===== src/inc/cce_pkg.sv =====
package cce_pkg;

    // ------------------------------------------------------------
    // Register map
    // ------------------------------------------------------------
    localparam logic [31:0] CCE_T1_ENPOL_ADDR  = 32'h4000_E020;
    localparam logic [31:0] CCE_T2_ENPOL_ADDR  = 32'h4000_F020;
    localparam logic [31:0] CCE_TIM1_MODE_ADDR = 32'h4000_E0F0;
    localparam logic [31:0] CCE_TIM2_MODE_ADDR = 32'h4000_F0F0;
    localparam logic [31:0] CCE_CCER_MASK      = 32'h0000_3333;
    localparam logic [31:0] CCE_MODE_MASK      = 32'h0000_FFFF;
    localparam logic [31:0] CCE_CCER_RESET     = 32'h0000_0000;
    localparam logic [31:0] CCE_MODE_RESET     = 32'h0000_0000;

    // ------------------------------------------------------------
    // Field layout, one nibble per channel in both registers
    // ------------------------------------------------------------
    localparam int CCE_CH_STRIDE = 4;
    localparam int CCE_EN_BIT    = 0;
    localparam int CCE_POL_BIT   = 1;
    localparam int CCE_SEL_LSB   = 0;
    localparam int CCE_DIV_LSB   = 2;

    // Decode result bit positions
    localparam int CCE_DEC_VALID = 2;
    localparam int CCE_DEC_MODE  = 1;
    localparam int CCE_DEC_TIMER = 0;

    typedef enum logic [1:0] {
        CCE_SEL_OUT  = 2'b00,
        CCE_SEL_OWN  = 2'b01,
        CCE_SEL_PAIR = 2'b10,
        CCE_SEL_TRIG = 2'b11
    } cce_sel_e;

    // Edges to skip before a capture: 0, 1, 3, 7
    function automatic logic [2:0] cce_div_limit(input logic [1:0] div);
        cce_div_limit = 3'((4'h1 << div) - 4'h1);
    endfunction

    // {valid, mode register, timer 2}
    function automatic logic [2:0] cce_decode(input logic [31:0] addr);
        case (addr)
            CCE_T1_ENPOL_ADDR:  cce_decode = 3'b100;
            CCE_T2_ENPOL_ADDR:  cce_decode = 3'b101;
            CCE_TIM1_MODE_ADDR: cce_decode = 3'b110;
            CCE_TIM2_MODE_ADDR: cce_decode = 3'b111;
            default:            cce_decode = 3'b000;
        endcase
    endfunction

endpackage


===== src/verilog/cce_chan.sv =====
`timescale 1ns/1ps
`default_nettype none

module cce_chan
    import cce_pkg::*;
(
    input  wire logic       hclk,
    input  wire logic       hresetn,
    input  wire logic       polarity,
    input  wire logic       enable,
    input  wire logic [1:0] dir_sel,
    input  wire logic [1:0] cap_div,
    input  wire logic       oc_ref,
    input  wire logic       in_own,
    input  wire logic       in_pair,
    input  wire logic       trig_in,
    output logic            compare_out,
    output logic            compare_oe,
    output logic            capture,
    output logic            trig_sensed
);

    logic       is_input;
    logic       raw;
    logic       sensed;
    logic       edge_seen;
    logic       prev_r,  prev_nxt;
    logic [2:0] cnt_r,   cnt_nxt;
    logic       cap_r,   cap_nxt;
    logic       out_r,   out_nxt;
    logic       oe_r,    oe_nxt;
    logic       trig_r,  trig_nxt;

    always_comb
    begin
        is_input = (cce_sel_e'(dir_sel) != CCE_SEL_OUT);
        case (cce_sel_e'(dir_sel))
            CCE_SEL_OUT:  raw = 1'b0;
            CCE_SEL_OWN:  raw = in_own;
            CCE_SEL_PAIR: raw = in_pair;
            CCE_SEL_TRIG: raw = trig_in;
            default:      raw = 1'b0;
        endcase
        // Inverting the input turns a falling edge into a rising one
        sensed    = raw ^ polarity;
        edge_seen = sensed & ~prev_r;
        prev_nxt  = sensed;
        trig_nxt  = is_input & sensed;
        cnt_nxt   = cnt_r;
        cap_nxt   = 1'b0;
        if (!(is_input && enable))
        begin
            cnt_nxt = 3'h0;
        end
        else if (edge_seen)
        begin
            // >= so a smaller divider written mid-count still fires
            if (cnt_r >= cce_div_limit(cap_div))
            begin
                cnt_nxt = 3'h0;
                cap_nxt = 1'b1;
            end
            else
            begin
                cnt_nxt = cnt_r + 3'h1;
            end
        end
        oe_nxt  = !is_input && enable;
        out_nxt = oe_nxt ? (oc_ref ^ polarity) : 1'b0;
    end

    always_ff @(posedge hclk or negedge hresetn)
    begin
        if (!hresetn)
        begin
            prev_r <= 1'b0;
            cnt_r  <= 3'h0;
            cap_r  <= 1'b0;
            out_r  <= 1'b0;
            oe_r   <= 1'b0;
            trig_r <= 1'b0;
        end
        else
        begin
            prev_r <= prev_nxt;
            cnt_r  <= cnt_nxt;
            cap_r  <= cap_nxt;
            out_r  <= out_nxt;
            oe_r   <= oe_nxt;
            trig_r <= trig_nxt;
        end
    end

    assign compare_out = out_r;
    assign compare_oe  = oe_r;
    assign capture     = cap_r;
    assign trig_sensed = trig_r;

endmodule

`default_nettype wire


===== src/verilog/cce_top.sv =====
`timescale 1ns/1ps
`default_nettype none

module cce_top
    import cce_pkg::*;
#(
    parameter int NUM_TIMERS = 2,
    parameter int NUM_CH     = 4
)
(
    input  wire logic                         hclk,
    input  wire logic                         hresetn,
    input  wire logic                         hsel,
    input  wire logic [31:0]                  haddr,
    input  wire logic [1:0]                   htrans,
    input  wire logic                         hwrite,
    input  wire logic [2:0]                   hsize,
    input  wire logic [31:0]                  hwdata,
    input  wire logic                         hready,
    output logic                              hreadyout,
    output logic                              hresp,
    output logic [31:0]                       hrdata,
    input  wire logic [NUM_TIMERS*NUM_CH-1:0] oc_ref,
    input  wire logic [NUM_TIMERS*NUM_CH-1:0] timer_input,
    input  wire logic [NUM_TIMERS-1:0]        internal_trigger_input,
    output logic      [NUM_TIMERS*NUM_CH-1:0] chan_compare_output,
    output logic      [NUM_TIMERS*NUM_CH-1:0] chan_compare_oe,
    output logic      [NUM_TIMERS*NUM_CH-1:0] chan_capture,
    output logic      [NUM_TIMERS*NUM_CH-1:0] chan_trigger_sensed
);

    // ------------------------------------------------------------
    // Bus slave and registers
    // ------------------------------------------------------------
    logic [31:0] ccer_r  [NUM_TIMERS];
    logic [31:0] ccer_nxt[NUM_TIMERS];
    logic [31:0] mode_r  [NUM_TIMERS];
    logic [31:0] mode_nxt[NUM_TIMERS];
    logic        wr_r,    wr_nxt;
    logic        rd_r,    rd_nxt;
    logic [2:0]  tgt_r,   tgt_nxt;
    logic [31:0] rdata_r, rdata_nxt;
    logic        accept;
    logic [2:0]  dec;
    logic [31:0] wval;
    int          t;

    // hsize ignored: only whole-word transfers are issued
    assign accept = hsel && hready && htrans[1];
    assign dec    = cce_decode(haddr);

    always_comb
    begin
        wval = 32'h0000_0000;
        t    = 0;
        for (int i = 0; i < NUM_TIMERS; i++)
        begin
            ccer_nxt[i] = ccer_r[i];
            mode_nxt[i] = mode_r[i];
        end
        if (wr_r && tgt_r[CCE_DEC_VALID])
        begin
            t = int'(tgt_r[CCE_DEC_TIMER]);
            if (!tgt_r[CCE_DEC_MODE])
            begin
                ccer_nxt[t] = hwdata & CCE_CCER_MASK;
            end
            else
            begin
                wval = hwdata & CCE_MODE_MASK;
                // Live channels keep their direction select
                for (int k = 0; k < NUM_CH; k++)
                begin
                    if (ccer_r[t][k*CCE_CH_STRIDE+CCE_EN_BIT])
                    begin
                        wval[k*CCE_CH_STRIDE+CCE_SEL_LSB +: 2] =
                            mode_r[t][k*CCE_CH_STRIDE+CCE_SEL_LSB +: 2];
                    end
                end
                mode_nxt[t] = wval;
            end
        end
        wr_nxt    = accept && hwrite;
        rd_nxt    = accept && !hwrite;
        tgt_nxt   = accept ? dec : 3'b000;
        rdata_nxt = 32'h0000_0000;
        // Read from next values so a write just before is seen
        if (rd_nxt && dec[CCE_DEC_VALID])
        begin
            if (dec[CCE_DEC_MODE])
            begin
                rdata_nxt = mode_nxt[int'(dec[CCE_DEC_TIMER])];
            end
            else
            begin
                rdata_nxt = ccer_nxt[int'(dec[CCE_DEC_TIMER])];
            end
        end
    end

    always_ff @(posedge hclk or negedge hresetn)
    begin
        if (!hresetn)
        begin
            for (int i = 0; i < NUM_TIMERS; i++)
            begin
                ccer_r[i] <= CCE_CCER_RESET;
                mode_r[i] <= CCE_MODE_RESET;
            end
            wr_r    <= 1'b0;
            rd_r    <= 1'b0;
            tgt_r   <= 3'b000;
            rdata_r <= 32'h0000_0000;
        end
        else
        begin
            for (int i = 0; i < NUM_TIMERS; i++)
            begin
                ccer_r[i] <= ccer_nxt[i];
                mode_r[i] <= mode_nxt[i];
            end
            wr_r    <= wr_nxt;
            rd_r    <= rd_nxt;
            tgt_r   <= tgt_nxt;
            rdata_r <= rdata_nxt;
        end
    end

    // Zero wait states, so hreadyout never stalls the master
    assign hreadyout = 1'b1;
    assign hresp     = 1'b0;
    assign hrdata    = rdata_r;

    // ------------------------------------------------------------
    // Channels
    // ------------------------------------------------------------
    for (genvar c = 0; c < NUM_TIMERS*NUM_CH; c++)
    begin : g_chan
        localparam int TM = c / NUM_CH;
        localparam int K  = c % NUM_CH;
        localparam int B  = K * CCE_CH_STRIDE;
        // Channel pairs 1/2 and 3/4 share each other's input
        localparam int PR = TM * NUM_CH + (K ^ 1);

        cce_chan u_chan (
            .hclk        (hclk),
            .hresetn     (hresetn),
            .polarity    (ccer_r[TM][B+CCE_POL_BIT]),
            .enable      (ccer_r[TM][B+CCE_EN_BIT]),
            .dir_sel     (mode_r[TM][B+CCE_SEL_LSB +: 2]),
            .cap_div     (mode_r[TM][B+CCE_DIV_LSB +: 2]),
            .oc_ref      (oc_ref[c]),
            .in_own      (timer_input[c]),
            .in_pair     (timer_input[PR]),
            .trig_in     (internal_trigger_input[TM]),
            .compare_out (chan_compare_output[c]),
            .compare_oe  (chan_compare_oe[c]),
            .capture     (chan_capture[c]),
            .trig_sensed (chan_trigger_sensed[c])
        );
    end

    // ------------------------------------------------------------
    // Checks on timer 1 channel 3, and on enable register writes and reads
    // ------------------------------------------------------------
    logic       pol3;
    logic       en3;
    logic [1:0] sel3;
    logic [1:0] div3;

    assign pol3 = ccer_r[0][9];
    assign en3  = ccer_r[0][8];
    assign sel3 = mode_r[0][9:8];
    assign div3 = mode_r[0][11:10];
endmodule

`default_nettype wire


===== config.mk =====
export PLATFORM = sky130hd
export DESIGN_NAME = cce_top
export DESIGN_NICKNAME = d
export VERILOG_FILES = /design/src/inc/cce_pkg.sv /design/src/verilog/cce_chan.sv /design/src/verilog/cce_top.sv
export SDC_FILE = /design/constraint.sdc
export NUM_CORES = 1
export LEC_CHECK = 0
export ABC_AREA = 1
export BUFFER_PORTS_ARGS = -buffer_cell sky130_fd_sc_hd__buf_2
export CORE_MARGIN = 3
export CORE_UTILIZATION = 55
export DETAILED_ROUTE_END_ITERATION = 10
export PLACE_DENSITY = 0.77
export RECOVER_POWER = 50
export SLEW_MARGIN = 20
export SYNTH_ARGS = -nofsm -noshare
export SYNTH_HDL_FRONTEND = slang
export SYNTH_SLANG_ARGS = --single-unit

===== constraint.sdc =====
create_clock -name hclk -period 2.4 [get_ports hclk]
set_input_delay 0.48 -clock hclk [delete_from_list [all_inputs] [get_ports hclk]]
set_output_delay 0.48 -clock hclk [all_outputs]
set_load 0.005 [all_outputs]

# Word level (Yosys, flattened, before mapping)
# Cells that the tools add are included.
# totals
elab_cells,316
output_inout_bits,66
regBits,228
input_bits,92
# op_classes
n_mux,100
add_sub_neg,16
n_reduce_logical,48
n_eq_ne,36
magnitude_cmp,11
shift,8
bitwise,42
# ops
operator,n
$mux 32,9
$mux 64,4
$bwmux 64,2
$eq 32x31->1 const B,4
$mux 3,25
$ge 32x2->1 const B,2
$not 1->32,2
$mux 14,3
$mux 13,3
$demux 32 s1,1
$eq 2x2->1 const B,16
$lt 32x1->1 const B,1
$mux 1,32
$pmux 1 s4,8
$add 3x1->3 const B,8
$ge 3x3->1,8
$mux 2,12
$shl 1x2->3 const A,8
$sub 3x1->3 const B,8
$logic_and 1x1->1,23
$and 1x1->1,16
$eq 2x1->1 const B,8
$logic_not 2->1,8
$ne 2x1->1 const B,8
5 further kinds,42

# Depth between registers and ports, before layout
# Gate-level depths: netlist of run 1.
# logic_depth
depth_word,15
depth_mapped,12
mapped_depth_nobuf,11

# Modules after synthesis
# From an unflattened synthesis of run 1, not the netlist that was laid out.
# unflattened
cells_unflattened,1427
area_unflattened_um2,11602.4
# by_module_without_submodules
module,seq_area_each_um2,cells_per_inst,area_per_inst_um2,instances
cce_top,4103.9,915,7198.2,1
cce_chan,200.2,64,550.5,8

# Worst setup path before layout of run 1
# OpenSTA, ideal clock, no wires.
# synth_timing
path_kind,register to register
from,reg mode_r[35] in the netlist's numbering
to,reg g_chan[0].u_chan.cnt_r[0]
arrival_time_ns,1.557
period_less_slack_ns,1.639
path_slack_ns,0.761
setup_time_ns,0.083
required_time_ns,2.317
path_buffers,0
stages_incl_launch_ff,8
path_cell_list,dfrtp_1 > or2_2 > ha_1 > o21ai_0 > nand2_1 > a21oi_1 > nand3_1 > o21ai_0
# synth_between
elab_chain_len,6
# synth_rtl
item,line_no,rtl
from (decl),cce_top.sv:37,logic [31:0] mode_r [NUM_TIMERS];
"from (signal, indexed assignment)",cce_top.sv:120,mode_r[i] <= mode_nxt[i];
$shl 1x2->3,cce_pkg.sv:38,cce_div_limit = 3'((4'h1 << div) - 4'h1);
$sub 3x1->3,cce_pkg.sv:38,
$ge 3x3->1,cce_chan.sv:58,if (cnt_r >= cce_div_limit(cap_div))
$mux 3,cce_chan.sv:58,
$mux 3,cce_chan.sv:55,else if (edge_seen)
$mux 3,cce_chan.sv:51,if (!(is_input && enable))
to (signal assigned),cce_chan.sv:86,cnt_r <= cnt_nxt;
to (decl),cce_chan.sv:28,"logic [2:0] cnt_r, cnt_nxt;"
# No other way between the ends. The select of a mux whose other input is x is not followed.
# A chain may end at the register's enable or synchronous reset.

==> metrics.txt, run 1 <==
dpl cell area 11800 µm²; max cap viols 1; TNS Setup 0 ns; Initial Utilization a little under three fifths; vias after detailed routing 9040; pre-CTS setup slack approximately 0.42 ns; number of diodes 0; Die Span Y around 150 µm; Num CTS Buffers 24; top-count cell post-synth nand2_1; area grow syn2layout 13.9%; hpwl dp between 15000 and 20000 µm; Comb pwr share under 10%; Worst setup startpoint tgt_r[0]$_DFF_PN0_; endpoints failing setup 0; RSZ-0062 raised after global routing no; Clock Sinks approximately 230; non-filler cells, final ~1800; sequential share of the synthesized area 52.1%; first-pass GRT wire length approximately 41000 µm; Final Worst Setup Slack roughly 0.24 ns; Synth warnings 0; Hold Fails Final Rpt 0; cell taking the most area after synthesis dfrtp_1; clock slew at reported path FFs roughly 0.06 ns; DRT Wirelength roughly 26000 µm; Switch Pwr 1.88 mW; GPL Wtd Cong about 0.9; WP data required around 2.8 ns; Cells after Synth around 1400; GRT Overall Usage 23.4%; IO Port Bufs 135; slowest cell delay on critical path around 0.62 ns; P_leak around 7 nW; worst slew pin tran approximately 1.7 ns; crit-path max FO 32; fin. max-slew vios 65; Final nets 1601; period utilization 90.1%; endpoint class of the critical path flop; clock root buffer clkbuf_16; top post-synthesis cells by area dfrtp_1 52%, nand2_1 12%, nor2_1 7.1%; fin util approximately two thirds; Avg Inst Size Synth between 7 and 8 µm²; DIE AREA 21600 µm²; initial antenna violation count 1; Mapped Area roughly 11000 µm²; max frequency 462 MHz; insertion delay to the later sink of the worst-skew pair roughly 0.51 ns; Post-Place Cells roughly 1700; Seq cells post-synth 228; Avg WL per Cell 14.6 µm; DR vias/cell roughly 5.2; Clk pwr share about 43%; hold slack final ~0.23 ns; DRT Pass-1 Iters 6; sequential power share about half; number of global-route vias before repair ~8500; syn_nets 1494; Synth top area share 52.1%; crit path cell chain buf_4 > nor2_1 > clkbuf_2 > nand3_1 > o21ai_1 > nand2_1 > nand3_1 > nand2_1 > nor2_1; layout cells sized above 1 a little over an eighth; CP max-delay cell clkbuf_2; status finished, violations left; io pins 158; Final Cell Area between 10000 and 15000 µm²; Yosys cell types 29; clk buf depth 3; internal power roughly 6.3 mW; Net Sw Frac between 20% and 30%; min Tclk post-route 2.16 ns; Post-synth EDFFs 0; FP Rows 50; VDD IR-drop max around 0.00048 V; Core Region 19100 µm²; hold crit path type in -> reg; grt total ovfl 0; DRT iter0 DRCs between 600 and 700; drt drc 0; Post-synth top cells 344 x nand2_1, 228 x dfrtp_1, 208 x nor2_1; die outline width about 150 µm; prevailing post-synth register cell dfrtp_1; ys async rst share 100%; Pwr per Cell Area about 650 nW/µm²; Arr. time, crit path around 2.6 ns; Reg-to-Reg Start tgt_r[0]$_DFF_PN0_; hold_sp hwrite; Startpoint Class flop; failing checks max-capacitance violations, max-slew violations; Setup Skew approximately 0.011 ns; relative slew slack -14.6%; Final ANT Viol Nets 0; Setup CP Type reg -> reg; Pwr Total around 8.1 mW; CTS tree done; largest net degree at the start of global routing between 70 and 80; CTS H-Tree Depth 1
[path summary, 6_finish.rpt]
check | slack [ns] | cells past startpoint | endpoint
setup / recovery | 0.24 | 9 | hrdata[9]$_DFF_PN0_
hold / removal | 0.23 | 3 | wr_r$_DFF_PN0_
setup reg to reg | 0.24 | 9 | hrdata[9]$_DFF_PN0_
hold reg to reg | 0.46 | 2 | ccer_r[23]$_DFF_PN0_
max in group asynchronous | 0.34 | 3 | g_chan[3].u_chan.cnt_r[0]$_DFFE_PN0P_
min in group asynchronous | 0.97 | 2 | g_chan[7].u_chan.capture$_DFF_PN0_
[what timing repair did]
action,4_1_cts,5_1_grt
hold buffers,1,0
buffers inserted,0,0
resized for setup,0,0
hold endpoints to repair,63,0
[metal layers]
metal  share of wire (%)  GRT usage (%)  vias to the layer above  wire, µm
met2                  47           37.9                      338     11900
met3                 7.9           4.10                       38      2020
met4                 1.8           5.73                        2       457
li1                    -              -                     4423         -
met1                  44           33.2                     4239     11200
met5               0.051              0                        -        13
[critical path: cells and delay by family, from the launching register on]
kind | cells | cell delay [ns]
compound gates | 1 | 0.15
simple gates | 6 | 0.69
flops | 1 | 0.39
buf+inv | 2 | 0.83
[cells by family (layout without fill, tap and decap cells)]
| logic type | after synthesis | after routing | synth area share [%] |
|---|---|---|---|
| xor+xnor | 16 | 16 | 1.28 |
| compound gates | 91 | 91 | 4.26 |
| fa+ha+maj | 32 | 32 | 3.66 |
| simple gates | 728 | 728 | 27.6 |
| flops | 228 | 228 | 52.1 |
| other cells | 2 | 2 | 0.0686 |
| buf+inv | 273 | 394 | 11.1 |
[flip-flops by register name, summed over array words and instances, names as in the netlist]
name and count:
div3 2, ccer_r 64, g_chan.u_chan.cnt_r 24, g_chan.u_chan.compare_out 8
g_chan.u_chan.prev_r 8, g_chan.u_chan.trig_sensed 8, mode_r 62, wr_r 1
g_chan.u_chan.compare_oe 8, hrdata 32, g_chan.u_chan.capture 8, tgt_r 3
[final cells by class]
class / count / area [µm²]
Clock buffer: 36 / 717
Sequential cell: 228 / 5710
Timing Repair Buffer: 158 / 930
Fill cell: 1622 / 6670
Clock inverter: 4 / 26.3
Tap cell: 260 / 325
Inverter: 196 / 736
Multi-Input combinational cell: 869 / 4030
[cell usage in the layout, fill, tap and decap left out, types with 2 or more instances in the layout]
| cell | n |
|---|---|
| nand3b_1 | 8 |
| nor2_2 | 3 |
| xnor2_1 | 11 |
| o211ai_1 | 3 |
| clkbuf_2 | 2 |
| inv_1 | 193 |
| inv_2 | 2 |
| clkbuf_8 | 5 |
| o21ai_1 | 4 |
| ha_1 | 32 |
| a21oi_1 | 17 |
| nor2_1 | 208 |
| nor4_1 | 13 |
| nand3_1 | 129 |
| nand2_1 | 344 |
| buf_12 | 7 |
| buf_2 | 135 |
| clkbuf_16 | 25 |
| nand4_1 | 8 |
| dfrtp_1 | 228 |
| xor2_1 | 5 |
| conb_1 | 2 |
| buf_4 | 10 |
| nor3_1 | 11 |
| clkinv_2 | 2 |
| clkbuf_1 | 8 |
| o21ai_0 | 67 |
[power by group through the flow]
stage	combinational, mW	sequential [mW]	clock [mW]
after global placement	0.575	4.10	0
final	0.600	4.04	3.49
after CTS	0.615	4.04	3.56
after global routing	0.698	4.05	3.72
after detailed placement	0.610	4.10	0
after floorplan	0.366	4.08	0
Note: power is estimated with default switching activity, not from simulation.
==> run 2: changes to the inputs <==
Settings changed: CTS_BUF_LIST from default to sky130_fd_sc_hd__clkbuf_4 sky130_fd_sc_hd__clkbuf_8.
Clock period 2.4 ns to 2.6 ns, I/O delays scaled along.
==> metrics.txt, run 2 (same netlist as run 1, synthesis figures left out) <==
pre-CTS setup slack 0.533 ns (+0.114 ns); max cap viols 0 (-1); Setup CP Type reg -> reg; DRT Wirelength 25600 µm (about the same); reg-to-reg critical path endpoint hrdata[5]$_DFF_PN0_; Final Worst Setup Slack 0.432 ns (+0.195 ns); Hold Fails Final Rpt 0 (unchanged); Reg2Reg Setup Slack 0.43 ns (+0.19 ns); largest net degree at the start of global routing 98 (+27%); status finished clean; slowest cell delay on critical path 0.55 ns (-0.07 ns); GPL Wtd Cong 0.929 (+3.2%); hold_sp hwrite; CTS H-Tree Depth 2 (+1); Num CTS Buffers 38 (+58%); Worst R2R Path Depth 8 (-1); period utilization 83.4% (-6.7 points); first-pass GRT wire length 43600 µm (+5.5%); endpoints failing setup 0 (unchanged); commonest non-fill, non-tap cell in the layout nand2_1; hold slack final 0.239 ns (+0.0133 ns); Largest Register ccer_r; fin. max-slew vios 0 (-100%); Final Cell Area 12600 µm² (+0.86%); setup repair bufs after CTS 0 (unchanged); io pins 158 (unchanged); GRT Overall Usage 24.5% (+1.1 points); Final ANT Viol Nets 0 (unchanged); Reg-to-Reg Start tgt_r[0]$_DFF_PN0_; layout cells sized above 1 15.4% (+2.1 points); hold crit path type in -> reg; IO Port Bufs 135 (unchanged); DRT Pass-1 Iters 7 (+1); Initial Utilization 57.2% (unchanged); Setup Skew 0.0147 ns (+0.00364 ns); DRT iter0 DRCs 746 (+12%); Final nets 1618 (+1.1%); Min-Delay Endpoint wr_r$_DFF_PN0_; Clock Sinks 228 (unchanged); most frequent cells in the layout 344 x nand2_1, 228 x dfrtp_1, 208 x nor2_1; DR vias/cell 5.11 (-1.1%); clock slew at reported path FFs 0.06 ns (about the same); dpl cell area 11800 µm² (about the same); relative slew slack 26.6% (+41 points); max frequency 461 MHz (-0.25%); worst slew pin tran 1.10 ns (-0.619 ns); WP data required 3.04 ns (+0.22 ns); CTS tree done; grt total ovfl 0 (unchanged); area grow syn2layout 14.8%; max FFs per register 64 (unchanged); drt drc 0 (unchanged); number of diodes 0 (unchanged); FP Rows 50 (unchanged); fillers 1598 (-1.5%); crit path cell chain clkbuf_1 > nor2_1 > buf_4 > o21ai_0 > nand2_1 > nand3_1 > nand2_1 > nor2_1; P_leak 7.11 nW (+1.3%); endpoint class of the critical path flop; Buf/Inv on CP 2 (unchanged); DIE AREA 21600 µm² (unchanged); Pwr per Cell Area 623 nW/µm² (-4.4%); crit-path max FO 16 (-50%); insertion delay to the later sink of the worst-skew pair 0.53 ns (+0.02 ns); Avg WL per Cell 14.4 µm (-1.7%); Startpoint Class flop; hpwl dp 17500 µm (+0.12%); Core Region 19100 µm² (unchanged); Arr. time, crit path 2.61 ns (+0.03 ns); VDD IR-drop max 0.000439 V (-9.4%); die outline width 147 µm (unchanged); vias after detailed routing 9100 (+0.66%); initial antenna violation count 0 (-1); CP max-delay cell clkbuf_1; hold depth 3 (unchanged); RSZ-0062 raised after global routing no; min Tclk post-route 2.17 ns (+0.00540 ns); clk buf depth 3 (unchanged); clock root buffer clkbuf_8; number of global-route vias before repair 9056 (+7.0%); TNS Setup 0 ns (unchanged); Die Span Y 147 µm (unchanged); delay-heaviest family, CP buffers and inverters; fin util 65.7% (+0.56 points)
-- run 2: changes by cell type in the layout (fill, tap and decap cells not counted), moves of 2 or more --
cell / before / now
buf_12: 7 / 3
clkbuf_8: 5 / 51
clkbuf_16: 25 / 0
buf_4: 10 / 14
clkinv_2: 2 / 7
clkbuf_4: 0 / 5
bufinv_16: 0 / 3
clkbuf_2: 2 / 4
clkbuf_1: 8 / 3
-- run 2: final cells by class --
class / count / area (µm²) / area share, %
clock buffers: 55 / 732 / 5.82
well taps: 260 / 325 / 2.59
multi-input cells: 869 / 4030 / 32.1
flip-flops and latches: 228 / 5710 / 45.4
clock inverters: 13 / 149 / 1.18
repair buffers: 161 / 900 / 7.15
inverters: 196 / 736 / 5.85
-- run 2: how the worst max path moves through the flow --
| stage | from | end | slack [ns] | depth (start not counted) |
|---|---|---|---|---|
| global route | tgt_r[0]$_DFF_PN0_ | hrdata[7]$_DFF_PN0_ | 0.23 | 8 |
| CTS | mode_r[35]$_DFF_PN0_ | g_chan[0].u_chan.capture$_DFF_PN0_ | 0.62 | 6 |
| detailed placement | haddr[27] | hrdata[11]$_DFF_PN0_ | 0.53 | 11 |
| floorplan | haddr[23] | hrdata[22]$_DFF_PN0_ | 0.93 | 11 |
| global placement | haddr[27] | hrdata[5]$_DFF_PN0_ | 0.55 | 11 |
| finish | tgt_r[0]$_DFF_PN0_ | hrdata[5]$_DFF_PN0_ | 0.43 | 8 |
-- run 2: tightest hold or removal path, delay by kind of cell --
kind                   cells  cell delay, ns
AND/OR/NAND/NOR            1            0.04
buffers and inverters      2            0.17
-- run 2: through the flow --
stage / std cells / power [mW]
after detailed placement: 1713 / 4.35
after global routing: 1782 / 8.19
after floorplan: 1370 / 4.11
after global placement: 1713 / 4.32
after CTS: 1782 / 7.93
final: 1782 / 7.84
-- run 2: metal layers --
layer | share of wire [%] | wire (µm) | track usage (%) | vias up
li1 | - | - | - | 4460
met1 | 43 | 11100 | 34.1 | 4258
met2 | 47 | 11900 | 39.7 | 334
met3 | 8.0 | 2050 | 4.81 | 48
met4 | 2.2 | 573 | 6.85 | 0
met5 | 0 | 0 | 0 | -
-- run 2: what timing repair did --
item,in CTS,in global routing
hold endpoints to repair,60,0
endpoints found under the setup margin,0,0
gates resized for setup,0,0
hold buffers,1,0
-- run 2: where the power goes --
group          internal, mW  switching [mW]
clock                  2.12            1.44
sequential             3.64          0.0861
combinational         0.228           0.323
==> run 3: changes to the inputs <==
Clock period 2.6 ns to 2.3 ns, I/O delays scaled along.
==> metrics.txt, run 3 (same netlist as run 1, synthesis figures left out) <==
GRT Overall Usage 24.1% (-0.45 points); fillers 1556 (-2.6%); CTS resizes 0 (unchanged); CTS H-Tree Depth 2 (unchanged); Die Span Y 147 µm (unchanged); TNS Setup 0 ns (unchanged); io pins 158 (unchanged); fin util 65.9% (+0.19 points); commonest non-fill, non-tap cell in the layout nand2_1; RSZ-0062 raised after global routing no; number of diodes 0 (unchanged); Core Region 19100 µm² (unchanged); most frequent cells in the layout 344 x nand2_1, 228 x dfrtp_1, 207 x nor2_1; vias after detailed routing 9082 (-0.20%); Hold Fails Final Rpt 0 (unchanged); VDD IR-drop max 0.000392 V (-11%); Avg WL per Cell 14.4 µm (+0.52%); IO Port Bufs 135 (unchanged); endpoint class of the critical path flop; DRT Wirelength 25700 µm (+0.52%); max cap viols 0 (unchanged); status finished clean; endpoints failing setup 0 (unchanged); P_leak 7.12 nW (+0.16%); clock root buffer clkbuf_8; clk buf depth 3 (unchanged); initial antenna violation count 1 (+1); die outline width 147 µm (unchanged); area grow syn2layout 15.2%; DR vias/cell 5.10 (-0.20%); max frequency 507 MHz (+10%); max FFs per register 64 (unchanged); footprint of the multi-input gates 4040 µm² (+0.19%); Pwr per Cell Area 705 nW/µm² (+13%); insertion delay to the later sink of the worst-skew pair 0.54 ns (about the same); Setup CP Type reg -> reg; hpwl dp 17400 µm (-0.27%); number of global-route vias before repair 8729 (-3.6%); Hold Buf Count CTS 1 (unchanged); Final ANT Viol Nets 0 (unchanged); WP data required 2.74 ns (-0.30 ns); Setup Skew 0.0188 ns (+0.00410 ns); FF/Latch Area 5710 µm² (unchanged); worst slew pin tran 1.20 ns (+0.102 ns); layout cells sized above 1 15.6% (+0.20 points); Initial Utilization 57.2% (unchanged); Largest Register ccer_r; DRT Pass-1 Iters 5 (-2); Num CTS Buffers 39 (+2.6%); largest net degree at the start of global routing 75 (-23%); grt total ovfl 0 (unchanged); min Tclk post-route 1.97 ns (-0.196 ns); Reg2Reg Setup Slack 0.33 ns (-0.10 ns); relative slew slack 19.8% (-6.8 points); Arr. time, crit path 2.41 ns (-0.20 ns); Clock Sinks 228 (unchanged); clock slew at reported path FFs 0.06 ns (about the same); drt drc 0 (unchanged); fin. max-slew vios 0 (unchanged); hold crit path type in -> reg; GPL Wtd Cong 0.915 (-1.6%); first-pass GRT wire length 42600 µm (-2.4%); Final nets 1617 (-0.062%); Startpoint Class flop; setup repair bufs after CTS 0 (unchanged); DIE AREA 21600 µm² (unchanged); CTS tree done; DRT iter0 DRCs 643 (-14%); FP Rows 50 (unchanged); crit-path max FO 14 (-2); period utilization 85.7% (+2.3 points)
## run 3: cell types whose count changed in the layout (fill, tap and decap cells not counted), moves of 3 or more
cell	delta
clkbuf_8	-5
clkbuf_4	+13
clkinv_2	-5
buf_12	+3
clkbuf_2	-3
## run 3: final timing paths
path | start | end | depth (start not counted)
max reg2reg | tgt_r[0]$_DFF_PN0_ | hrdata[9]$_DFF_PN0_ | 10
min in group asynchronous | hresetn | g_chan[7].u_chan.capture$_DFF_PN0_ | 2
max in group asynchronous | hresetn | hrdata[10]$_DFF_PN0_ | 3
max | tgt_r[0]$_DFF_PN0_ | hrdata[9]$_DFF_PN0_ | 10
min reg2reg | ccer_r[21]$_DFF_PN0_ | ccer_r[21]$_DFF_PN0_ | 2
min | hwrite | wr_r$_DFF_PN0_ | 3
## run 3: layer usage
layer / track usage [%] / share of wire, % / wire length [µm] / up-vias
li1: - / - / - / 4461
met1: 32.5 / 43 / 11100 / 4214
met2: 39.3 / 46 / 11900 / 347
met3: 5.95 / 8.3 / 2140 / 58
met4: 6.48 / 2.2 / 572 / 2
met5: 0 / 0.078 / 20 / -
## run 3: power breakdown
group	switching [mW]	total (mW)	internal [mW]
logic	0.363	0.622	0.260
registers	0.0944	4.22	4.12
clock network	1.64	4.06	2.42
## run 3: through the flow
stage | power (mW) | area, µm² | std cells | hold WS, ns | setup WS [ns]
floorplan | 4.64 | 11000 | 1370 | 0.164 | 0.661
global placement | 4.88 | 11800 | 1711 | 0.443 | 0.363
detailed placement | 4.92 | 11800 | 1711 | 0.447 | 0.338
CTS | 8.98 | 12700 | 1782 | 0.142 | 0.390
global route | 9.29 | 12600 | 1782 | 0.172 | 0.137
finish | 8.90 | 12600 | 1782 | 0.170 | 0.328
## run 3: cell type report
type / count / share of cell area [%]
tap: 260 / 2.58
clock inverter: 9 / 1.08
multi-input combinational: 869 / 32.0
sequential: 228 / 45.2
inverter: 196 / 5.83
timing repair buffer: 159 / 7.35
clock buffer: 61 / 5.91
## run 3: worst max-delay path, stage by stage (launching register included)
cell and delay [ns]:
dfrtp_1 0.43, inv_2 0.26, nor2_2 0.10, buf_4 0.18, inv_1 0.27, nand2_1 0.09, nand2_1 0.12, nand3_1 0.08
nand3_1 0.09, nand2_1 0.05, nor2_1 0.19
